File: src/logic/pie_pkg.sv
// Constants for the peripheral interrupt enable and priority register bank
package pie_pkg;

	// ========================================
	// Register byte offsets
	localparam logic [7:0] PIE_OFS_EN_A = 8'h00;
	localparam logic [7:0] PIE_OFS_EN_B = 8'h04;
	localparam logic [7:0] PIE_OFS_PR_A = 8'h08;
	localparam logic [7:0] PIE_OFS_PR_B = 8'h0c;
	localparam logic [7:0] PIE_OFS_CTRL = 8'h10;
	localparam logic [7:0] PIE_OFS_FLAG_A = 8'h14;
	localparam logic [7:0] PIE_OFS_FLAG_B = 8'h18;

	// ========================================
	// Implemented bits and read-as-one bits
	localparam logic [7:0] PIE_IMPL_A = 8'hfb;
	localparam logic [7:0] PIE_IMPL_B = 8'h1e;
	localparam logic [7:0] PIE_PR_A_ONES = 8'h04;
	localparam logic [7:0] PIE_PR_B_ONES = 8'h01;

	// ========================================
	// Values after reset
	localparam logic [7:0] PIE_EN_RST = 8'h00;
	localparam logic [7:0] PIE_PR_A_RST = 8'hfb;
	localparam logic [7:0] PIE_PR_B_RST = 8'h1e;
	localparam logic [7:0] PIE_FLAG_RST = 8'h00;
	localparam logic [2:0] PIE_CTRL_RST = 3'h0;

	// ========================================
	// Control register fields
	localparam int PIE_CTRL_PRIO_ON = 0;
	localparam int PIE_CTRL_GLOBAL_HIGH = 1;
	localparam int PIE_CTRL_PERIPH_EN = 2;

	// ========================================
	// Source bit positions
	localparam int PIE_BIT_PARALLEL = 7;
	localparam int PIE_BIT_CONVERTER = 6;
	localparam int PIE_BIT_UART_RX = 5;
	localparam int PIE_BIT_UART_TX = 4;
	localparam int PIE_BIT_SYNC_SERIAL = 3;
	localparam int PIE_BIT_TIMER2_MATCH = 1;
	localparam int PIE_BIT_TIMER1_OVF = 0;
	localparam int PIE_BIT_NV_WRITE = 4;
	localparam int PIE_BIT_BUS_COLLISION = 3;
	localparam int PIE_BIT_LOW_VOLTAGE = 2;
	localparam int PIE_BIT_TIMER3_OVF = 1;

	// ========================================
	// Bus responses
	localparam logic [1:0] PIE_RESP_OKAY = 2'h0;
	localparam logic [1:0] PIE_RESP_DECERR = 2'h3;

endpackage

File: src/logic/pie_top.sv
// Peripheral interrupt enable/priority bank with AXI4-Lite register access
//
// Design decisions made here: the register offsets and register access over AXI4-Lite.
`timescale 1ns/1ns

module pie_top
	import pie_pkg::*;
#(
	parameter int ADDR_W = 8
) (
	input wire logic i_clk_sys,
	input wire logic i_rst,
	input wire logic i_ce,
	// Source events, one-cycle pulses on this clock
	input wire logic [7:0] i_event_a,
	input wire logic [7:0] i_event_b,
	// AXI4-Lite slave
	input wire logic [ADDR_W-1:0] i_awaddr,
	input wire logic i_awvalid,
	output logic o_awready,
	input wire logic [31:0] i_wdata,
	input wire logic [3:0] i_wstrb,
	input wire logic i_wvalid,
	output logic o_wready,
	output logic [1:0] o_bresp,
	output logic o_bvalid,
	input wire logic i_bready,
	input wire logic [ADDR_W-1:0] i_araddr,
	input wire logic i_arvalid,
	output logic o_arready,
	output logic [31:0] o_rdata,
	output logic [1:0] o_rresp,
	output logic o_rvalid,
	input wire logic i_rready,
	// Requests toward the core
	output logic o_irq_high,
	output logic o_irq_low,
	output logic o_irq,
	output logic o_priority_levels_on
);

	// ========================================
	// Register state
	logic [7:0] en_a_q;
	logic [7:0] en_b_q;
	logic [7:0] pr_a_q;
	logic [7:0] pr_b_q;
	logic [7:0] flag_a_q;
	logic [7:0] flag_b_q;
	logic [7:0] flag_a_d;
	logic [7:0] flag_b_d;
	logic priority_levels_on_q;
	logic global_high_q;
	logic peripheral_global_en_q;

	// ========================================
	// Bus state
	logic aw_have_q;
	logic w_have_q;
	logic [ADDR_W-1:0] awaddr_q;
	logic [7:0] wbyte_q;
	logic wlane_q;
	logic bvalid_q;
	logic [1:0] bresp_q;
	logic rvalid_q;
	logic [1:0] rresp_q;
	logic [31:0] rdata_q;

	logic aw_take;
	logic w_take;
	logic wr_fire;
	logic ar_take;
	logic [ADDR_W-1:0] wr_addr;
	logic [7:0] wr_byte;
	logic wr_lane;
	logic wr_hit;
	logic [7:0] rd_byte;
	logic rd_hit;

	// ========================================
	// Write address and data channels
	assign o_awready = ~aw_have_q & ~bvalid_q;
	assign o_wready = ~w_have_q & ~bvalid_q;
	assign aw_take = i_ce & i_awvalid & o_awready;
	assign w_take = i_ce & i_wvalid & o_wready;

	// A write completes once both halves are present, in either order
	assign wr_fire = (aw_have_q | aw_take) & (w_have_q | w_take) & ~bvalid_q & i_ce;
	assign wr_addr = aw_have_q ? awaddr_q : i_awaddr;
	assign wr_byte = w_have_q ? wbyte_q : i_wdata[7:0];
	assign wr_lane = w_have_q ? wlane_q : i_wstrb[0];

	always_ff @(posedge i_clk_sys) begin
		if (i_rst) begin
			aw_have_q <= 1'b0;
			awaddr_q <= '0;
		end else if (i_ce) begin
			if (wr_fire) begin
				aw_have_q <= 1'b0;
			end else if (aw_take) begin
				aw_have_q <= 1'b1;
				awaddr_q <= i_awaddr;
			end
		end
	end

	always_ff @(posedge i_clk_sys) begin
		if (i_rst) begin
			w_have_q <= 1'b0;
			wbyte_q <= 8'h00;
			wlane_q <= 1'b0;
		end else if (i_ce) begin
			if (wr_fire) begin
				w_have_q <= 1'b0;
			end else if (w_take) begin
				w_have_q <= 1'b1;
				wbyte_q <= i_wdata[7:0];
				wlane_q <= i_wstrb[0];
			end
		end
	end

	always_comb begin
		case (wr_addr)
			PIE_OFS_EN_A, PIE_OFS_EN_B, PIE_OFS_PR_A, PIE_OFS_PR_B,
			PIE_OFS_CTRL, PIE_OFS_FLAG_A, PIE_OFS_FLAG_B: wr_hit = 1'b1;
			default: wr_hit = 1'b0;
		endcase
	end

	// ========================================
	// Write response
	assign o_bvalid = bvalid_q;
	assign o_bresp = bresp_q;

	always_ff @(posedge i_clk_sys) begin
		if (i_rst) begin
			bvalid_q <= 1'b0;
			bresp_q <= PIE_RESP_OKAY;
		end else if (i_ce) begin
			if (wr_fire) begin
				bvalid_q <= 1'b1;
				bresp_q <= wr_hit ? PIE_RESP_OKAY : PIE_RESP_DECERR;
			end else if (i_bready) begin
				bvalid_q <= 1'b0;
			end
		end
	end

	// ========================================
	// Configuration registers
	// Only byte lane 0 carries data; upper lanes are ignored
	always_ff @(posedge i_clk_sys) begin
		if (i_rst) begin
			en_a_q <= PIE_EN_RST;
			en_b_q <= PIE_EN_RST;
		end else if (i_ce && wr_fire && wr_lane) begin
			if (wr_addr == PIE_OFS_EN_A) begin
				en_a_q <= wr_byte & PIE_IMPL_A;
			end
			if (wr_addr == PIE_OFS_EN_B) begin
				en_b_q <= wr_byte & PIE_IMPL_B;
			end
		end
	end

	always_ff @(posedge i_clk_sys) begin
		if (i_rst) begin
			pr_a_q <= PIE_PR_A_RST;
			pr_b_q <= PIE_PR_B_RST;
		end else if (i_ce && wr_fire && wr_lane) begin
			if (wr_addr == PIE_OFS_PR_A) begin
				pr_a_q <= wr_byte & PIE_IMPL_A;
			end
			if (wr_addr == PIE_OFS_PR_B) begin
				pr_b_q <= wr_byte & PIE_IMPL_B;
			end
		end
	end

	always_ff @(posedge i_clk_sys) begin
		if (i_rst) begin
			priority_levels_on_q <= PIE_CTRL_RST[PIE_CTRL_PRIO_ON];
			global_high_q <= PIE_CTRL_RST[PIE_CTRL_GLOBAL_HIGH];
			peripheral_global_en_q <= PIE_CTRL_RST[PIE_CTRL_PERIPH_EN];
		end else if (i_ce && wr_fire && wr_lane && wr_addr == PIE_OFS_CTRL) begin
			priority_levels_on_q <= wr_byte[PIE_CTRL_PRIO_ON];
			global_high_q <= wr_byte[PIE_CTRL_GLOBAL_HIGH];
			peripheral_global_en_q <= wr_byte[PIE_CTRL_PERIPH_EN];
		end
	end

	// ========================================
	// Sticky flags, write one to clear
	// A new event in the clearing cycle survives: set wins over clear
	logic [7:0] clr_a;
	logic [7:0] clr_b;

	always_comb begin
		clr_a = 8'h00;
		clr_b = 8'h00;
		if (wr_fire && wr_lane && wr_addr == PIE_OFS_FLAG_A) begin
			clr_a = wr_byte;
		end
		if (wr_fire && wr_lane && wr_addr == PIE_OFS_FLAG_B) begin
			clr_b = wr_byte;
		end
	end

	generate
		for (genvar b = 0; b < 8; b++) begin : g_flag
			// Flags latch whatever the enable or global bits say
			assign flag_a_d[b] = PIE_IMPL_A[b] & (i_event_a[b] | (flag_a_q[b] & ~clr_a[b]));
			assign flag_b_d[b] = PIE_IMPL_B[b] & (i_event_b[b] | (flag_b_q[b] & ~clr_b[b]));
		end
	endgenerate

	always_ff @(posedge i_clk_sys) begin
		if (i_rst) begin
			flag_a_q <= PIE_FLAG_RST;
			flag_b_q <= PIE_FLAG_RST;
		end else if (i_ce) begin
			flag_a_q <= flag_a_d;
			flag_b_q <= flag_b_d;
		end
	end

	// ========================================
	// Request generation
	logic [7:0] pend_a;
	logic [7:0] pend_b;
	logic any_pend;
	logic any_high;
	logic any_low;
	logic irq_high_d;
	logic irq_low_d;

	assign pend_a = flag_a_q & en_a_q;
	assign pend_b = flag_b_q & en_b_q;
	assign any_pend = |{pend_a, pend_b};
	assign any_high = |{pend_a & pr_a_q, pend_b & pr_b_q};
	assign any_low = |{pend_a & ~pr_a_q, pend_b & ~pr_b_q};

	always_comb begin
		if (priority_levels_on_q) begin
			irq_high_d = any_high & global_high_q;
			irq_low_d = any_low & peripheral_global_en_q;
		end else begin
			// Single level: priority bits ignored, both globals needed
			irq_high_d = any_pend & global_high_q & peripheral_global_en_q;
			irq_low_d = 1'b0;
		end
	end

	// Registered so the core sees glitch-free levels; costs one cycle
	logic irq_high_q;
	logic irq_low_q;

	always_ff @(posedge i_clk_sys) begin
		if (i_rst) begin
			irq_high_q <= 1'b0;
			irq_low_q <= 1'b0;
		end else if (i_ce) begin
			irq_high_q <= irq_high_d;
			irq_low_q <= irq_low_d;
		end
	end

	assign o_irq_high = irq_high_q;
	assign o_irq_low = irq_low_q;
	assign o_irq = irq_high_q | irq_low_q;
	assign o_priority_levels_on = priority_levels_on_q;

	// ========================================
	// Read channel
	always_comb begin
		rd_hit = 1'b1;
		case (i_araddr)
			PIE_OFS_EN_A: rd_byte = en_a_q;
			PIE_OFS_EN_B: rd_byte = en_b_q & PIE_IMPL_B;
			PIE_OFS_PR_A: rd_byte = pr_a_q | PIE_PR_A_ONES;
			PIE_OFS_PR_B: rd_byte = pr_b_q | PIE_PR_B_ONES;
			PIE_OFS_CTRL: rd_byte = {5'h00, peripheral_global_en_q, global_high_q, priority_levels_on_q};
			PIE_OFS_FLAG_A: rd_byte = flag_a_q;
			PIE_OFS_FLAG_B: rd_byte = flag_b_q;
			default: begin
				rd_byte = 8'h00;
				rd_hit = 1'b0;
			end
		endcase
	end

	assign o_arready = ~rvalid_q;
	assign ar_take = i_ce & i_arvalid & ~rvalid_q;
	assign o_rvalid = rvalid_q;
	assign o_rdata = rdata_q;
	assign o_rresp = rresp_q;

	always_ff @(posedge i_clk_sys) begin
		if (i_rst) begin
			rvalid_q <= 1'b0;
			rdata_q <= 32'h0000_0000;
			rresp_q <= PIE_RESP_OKAY;
		end else if (i_ce) begin
			if (ar_take) begin
				rvalid_q <= 1'b1;
				rdata_q <= {24'h00_0000, rd_byte};
				rresp_q <= rd_hit ? PIE_RESP_OKAY : PIE_RESP_DECERR;
			end else if (i_rready) begin
				rvalid_q <= 1'b0;
			end
		end
	end

endmodule

File: config.mk
export PLATFORM = sky130hd
export DESIGN_NAME = pie_top
export DESIGN_NICKNAME = d
export VERILOG_FILES = /design/src/logic/pie_pkg.sv /design/src/logic/pie_top.sv
export SDC_FILE = /design/constraint.sdc
export NUM_CORES = 1
export LEC_CHECK = 0
export ABC_CLOCK_PERIOD_IN_PS = 2800
export BUFFER_PORTS_ARGS = -buffer_cell sky130_fd_sc_hd__buf_2
export CORE_MARGIN = 1.5
export CORE_UTILIZATION = 50
export DETAILED_ROUTE_END_ITERATION = 8
export MAX_ROUTING_LAYER = met4
export PLACE_DENSITY = 0.79
export REMOVE_ABC_BUFFERS = 1
export SLEW_MARGIN = 20
export SYNTH_ARGS = -nofsm -noshare
export SYNTH_HDL_FRONTEND = slang
export SYNTH_SLANG_ARGS = --single-unit
File: constraint.sdc
create_clock -name i_clk_sys -period 2.8 [get_ports i_clk_sys]
set_clock_uncertainty 0.2 [all_clocks]
set_input_delay 0.28 -clock i_clk_sys [delete_from_list [all_inputs] [get_ports i_clk_sys]]
set_output_delay 0.28 -clock i_clk_sys [all_outputs]
set_load 0.01 [all_outputs]
=== After elaboration in Yosys (flattened, before gate mapping) ===
Index checks and enable logic that the tools add are counted.

* Equality and inequality tests: 12
* Mux-type cells: 20
* Bitwise operators: 64
* Reduce and logical (&&, ||, !) cells: 29

{| class="wikitable"
|+ Operator list
! operator !! count
|-
| 8-bit one-hot mux with 7 select lines || 1
|-
| 8-bit by 5-bit equality test with 1-bit output, second input constant || 6
|-
| 16-bit OR reduction || 3
|-
| 8-bit by 4-bit equality test with 1-bit output, second input constant || 4
|-
| 1-bit bitwise AND || 26
|-
| 8-bit bitwise AND || 3
|-
| 8-bit 2-to-1 mux || 3
|-
| 2-bit AND reduction || 10
|-
| 8-bit by 3-bit equality test with 1-bit output, second input constant || 2
|-
| 8-bit logical NOT || 2
|-
| 1-bit NOT || 16
|-
| 1-bit bitwise OR || 14
|-
| 7-bit OR reduction || 2
|-
| 1-bit 2-to-1 mux || 13
|-
| 5-bit bitwise AND || 2
|-
| 5-bit by 8-bit bitwise AND with 8-bit output || 1
|-
| 5-bit NOT with 8-bit output || 1
|-
| 8-bit NOT || 1
|-
| 2-bit nonzero test || 4
|-
| 1-bit logical AND || 6
|-
| 3-bit AND reduction || 2
|-
| 5-bit 2-to-1 mux || 1
|-
| 2-bit 2-to-1 mux || 2
|}

* Register bits after elaboration: 71
* Output and inout port bits: 45
* Word-level logic and storage cells: 146

=== Longest topological paths before layout ===
* Depth in word-level cells: 13
* Gate-level depth with buffers: 8
* Depth with buffers taken out: 5

=== Least setup slack after synthesis ===
Ideal clock, no wire load.

* Path kind: flip-flop to flip-flop
* Start: register aw_have_q
* End: register flag_a_q[3]
* Setup time: 0.128 ns
* Arrival: 1.792 ns
* Data required time: 2.472 ns
* Setup slack: 0.680 ns
* Cell stages (with the launch flop): 8
* Period minus slack after synthesis: 2.120 ns
* Cells stage by stage: dfxtp_1 > buf_4 > nor4b_4 > o2111ai_4 > or4b_1 > clkbuf_1 > o211ai_1 > o21ai_1

* Word-level cells in the longest chain between the ends: 13
* Elaborated cells on any way between the ends: 15

{| class="wikitable"
|+ RTL lines
! item !! line !! RTL
|-
| start: declaration || pie_top.sv:58 || <nowiki>logic aw_have_q;</nowiki>
|-
| start signal: assignment || pie_top.sv:95 || <nowiki>aw_have_q <= 1'b0;</nowiki>
|-
| start signal: assignment || pie_top.sv:99 || <nowiki>aw_have_q <= 1'b0;</nowiki>
|-
| start signal: assignment || pie_top.sv:101 || <nowiki>aw_have_q <= 1'b1;</nowiki>
|-
| 1-bit NOT || pie_top.sv:82 || <nowiki>assign o_awready = ~aw_have_q & ~bvalid_q;</nowiki>
|-
| 1-bit bitwise AND || pie_top.sv:82 ||
|-
| 1-bit bitwise AND || pie_top.sv:84 || <nowiki>assign aw_take = i_ce & i_awvalid & o_awready;</nowiki>
|-
| 1-bit bitwise OR || pie_top.sv:88 || <nowiki>assign wr_fire = (aw_have_q | aw_take) & (w_have_q | w_take) & ~bvalid_q & i_ce;</nowiki>
|-
| 1-bit bitwise AND (3 in series) || pie_top.sv:88 ||
|-
| 1-bit logical AND || pie_top.sv:202 || <nowiki>if (wr_fire && wr_lane && wr_addr == PIE_OFS_FLAG_A) begin</nowiki>
|-
| 1-bit logical AND * || pie_top.sv:202 ||
|-
| 8-bit 2-to-1 mux * || pie_top.sv:202 ||
|-
| 1-bit NOT * || pie_top.sv:213 || <nowiki>assign flag_a_d[b] = PIE_IMPL_A[b] & (i_event_a[b] | (flag_a_q[b] & ~clr_a[b]));</nowiki>
|-
| 1-bit bitwise AND * || pie_top.sv:213 ||
|-
| 1-bit bitwise OR * || pie_top.sv:213 ||
|-
| end signal: assignment || pie_top.sv:223 || <nowiki>flag_a_q <= flag_a_d;</nowiki>
|-
| end: declaration || pie_top.sv:48 || <nowiki>logic [7:0] flag_a_q;</nowiki>
|}

Every way passes the cells marked *; elsewhere a longest branch is shown, timed or not.
A chain may end at the register's enable or synchronous reset.

=== Worst setup path after layout ===
* Start: input i_awaddr[5]
* End: register flag_b_q[1]

* Word-level cells in the longest chain between the ends: 7

{| class="wikitable"
|+ RTL lines
! item !! line !! RTL
|-
| start: declaration || pie_top.sv:18 || <nowiki>input wire logic [ADDR_W-1:0] i_awaddr,</nowiki>
|-
| 8-bit 2-to-1 mux || pie_top.sv:89 || <nowiki>assign wr_addr = aw_have_q ? awaddr_q : i_awaddr;</nowiki>
|-
| 8-bit by 5-bit equality test with 1-bit output || pie_top.sv:205 || <nowiki>if (wr_fire && wr_lane && wr_addr == PIE_OFS_FLAG_B) begin</nowiki>
|-
| 1-bit logical AND || pie_top.sv:205 ||
|-
| 5-bit 2-to-1 mux || pie_top.sv:205 ||
|-
| 1-bit NOT || pie_top.sv:214 || <nowiki>assign flag_b_d[b] = PIE_IMPL_B[b] & (i_event_b[b] | (flag_b_q[b] & ~clr_b[b]));</nowiki>
|-
| 1-bit bitwise AND || pie_top.sv:214 ||
|-
| 1-bit bitwise OR || pie_top.sv:214 ||
|-
| end signal: assignment || pie_top.sv:224 || <nowiki>flag_b_q <= flag_b_d;</nowiki>
|-
| end: declaration || pie_top.sv:49 || <nowiki>logic [7:0] flag_b_q;</nowiki>
|}

Every way passes these cells.

==> out/metrics.cfg <==
[layout]
final_cell_mix=69 x dfxtp_1, 64 x buf_2, 47 x nor2_1
n_antenna_cell=0
final_nets=572
drive_above_1_share_pct=21.2
layout_commonest_cell=dfxtp_1
area_delta_synth_final_pct=21.1

[place]
place_congestion=0.888
io_buffers=64
dpl.hpwl_mm=6.15

[grt]
grt-ovfl-total=0
antenna_found_initial=0
use_met3_pct=4.05
grt.total_usage_pct=24.6
grt_pass1_wl_mm=14.3
busiest_layer=met2
met2_usage_pct=37.4
grt_pass1_vias=3043
global_route.usage.met1_pct=31.8
grt_start_max_net_pins=71

[power_and_ir_drop]
p_total_mw=2.33
peakVddDrop_mv=0.240
p_leak_nw=1.80
p_per_area_mw_per_mm2=537

[clock_tree]
clk_pin_slew_worst_paths_ns=0.07
htree_levels=3
clock-sinks=69
clock_latency_ns=0.35
cts_root_buf=clkbuf_8
numCtsBuffers=9
clk_path_buf_depth=2
cts_tree=yes

[timing]
fin_crit_ns=2.57
setup_violations=0
rsz0062_at_grt=no
worst_pin_slew_ns=0.702
slew_headroom_pct=53.2
hold_viol_final=0
period_share_pct=91.7
maxSlewViolCount=0
fmax_mhz=390
tns_ns=0

[route]
drt-initial-drc-count=259
routed_wl_mm=8.75
drc=0
vias=3254
viasPerCell=5.45
wl_per_cell_um=14.7
drt_pass1_iterations=4
ant_nets=0

[critical_path]
ff2ff_path_depth=6
crit_fanout=8
start_kind=input pin
r2r-end=en_b_q[2]
critical_path.startpoint=i_awaddr[5]
r2r_setup_slack_ns=0.36
critPathKind=input pin to flip-flop
crit_required_ns=2.80
rr_startpoint=aw_have_q
critPathCapture=flag_b_q[1]
endpoint_kind=flip-flop
critPathArrivalTime_ns=2.56

[floorplanning]
die_area_mm2=0.00769
die_y_um=87.7
ios=121
row_count=30
die_w_um=87.7
core_mm2=0.00687
start_util_pct=52.2

[logic_synthesis]
yosysTopAreaCellShare_pct=38.5
synth_area_leaders=dfxtp_1 39%, mux2i_1 10%, buf_4 5.7%, nor2_1 4.9%, nand2_1 3.7%
synth-edff-count=0
yosysTopAreaCell=dfxtp_1
synth_flop_cell=dfxtp_1
synth_area_mm2=0.00359
ys_seq_area_share_pct=38.5
syn_area_per_cell_um2=8.56
syn-instance-count=419
synth_seq_cells=69
yosysWarnings=0
ys_types=52
async_flop_share_pct=0

[status]
status=finished, final reports clean

[run]
max-cap-violations=0

[worst_hold_path]
hp-class=input pin to flip-flop

-- cells by family after synthesis --
kind of cell    after synthesis  share of synthesized area [%]
compound gates               89                           16.8
buf+inv                      56                           8.86
flops                        69                           38.5
mux                          41                           11.6
other cells                   1                          0.105
simple gates                163                           24.1
-- registers in the layout, summed over array words and instances (netlist names) --
register	cells
wlane_q	1
pr_a_q	7
o_rvalid	1
peripheral_global_en_q	1
w_have_q	1
wbyte_q	8
o_irq_high	1
en_a_q	7
o_irq_low	1
flag_a_q	7
o_priority_levels_on	1
flag_b_q	4
o_bresp	1
o_rresp	1
pr_b_q	4
o_bvalid	1
aw_have_q	1
awaddr_q	8
global_high_q	1
o_rdata	8
en_b_q	4
-- repair_timing --
action                                  4_1_cts  5_1_grt
hold buffers                                 22        0
endpoints found under the hold margin        22        0
gates resized for setup                       0        1
endpoints found under the setup margin        0        1
buffers inserted                              0        0
-- cell usage after synthesis (2+ instances only) --
cell type	instances
dfxtp_1	69
nor2_1	47
mux2i_1	37
nand2_1	35
buf_4	27
nor3_1	20
clkbuf_1	18
a21oi_1	15
a211oi_1	11
nand3_1	11
o211ai_1	11
o21ai_0	10
o22ai_1	8
a22oi_1	7
a31oi_1	7
o21ai_1	7
and3b_1	5
buf_2	5
nor2b_1	5
and2_1	4
inv_1	4
mux2_2	4
nand4_1	4
nor3b_1	4
and3_1	3
nand3b_1	3
nor3_2	3
nor4_2	3
or2_2	3
or3_1	3
a221oi_1	2
nand2b_1	2
o2111ai_1	2
or4b_1	2
-- metrics by stage --
step	util (%)	cell area, um2	std cells	worst slack, ns	hold slack (ns)
floorplan	-	3370	391	0.517	0.149
global placement	56.4	3870	559	0.404	0.237
detailed placement	56.4	3870	559	0.305	0.247
CTS	63.2	4340	597	0.140	0.00464
global route	63.3	4350	597	0.0976	0.0279
finish	63.3	4350	597	0.233	0.0111
-- power breakdown --
group	total, mW	internal [mW]	switching (mW)
combinational	0.291	0.126	0.165
sequential	1.04	1.01	0.0317
clock	0.996	0.596	0.400
-- metal layers --
metal,vias to the layer above,part of all wire [%]
li1,1626,-
met1,1496,48
met2,115,45
met3,17,4.9
met4,0,2.1
met5,-,0
-- worst max-delay path, cell delays in order --
cell,delay (ns)
dlygate4sd3_1,0.54
buf_2,0.13
nor4_2,0.39
o2111ai_4,0.23
or4b_1,0.66
o211ai_1,0.21
o21ai_0,0.12
-- cell type report --
class                           instances  area, um2
Clock buffer                            9        124
Clock inverter                          7        123
Fill cell                             625       2520
Inverter                                5       18.8
Multi-Input combinational cell        317       1980
Sequential cell                        69       1380
Tap cell                               96        120
Timing Repair Buffer                   94        601
-- worst min path at each step --
stage                 start     endpoint  slack, ns  cells after the start
3_3_place_gp     o_rdata[1]   o_rdata[1]       0.24                      2
4_1_cts          i_wdata[1]   wbyte_q[1]      0.005                      3
5_1_grt        i_event_b[4]  flag_b_q[4]       0.03                      3
6_report         i_wdata[1]   wbyte_q[1]       0.01                      3
3_5_place_dp     o_rdata[3]   o_rdata[3]       0.25                      2
2_1_floorplan         i_rst   o_rdata[1]       0.15                      1
(Power assumes the default switching activity.)
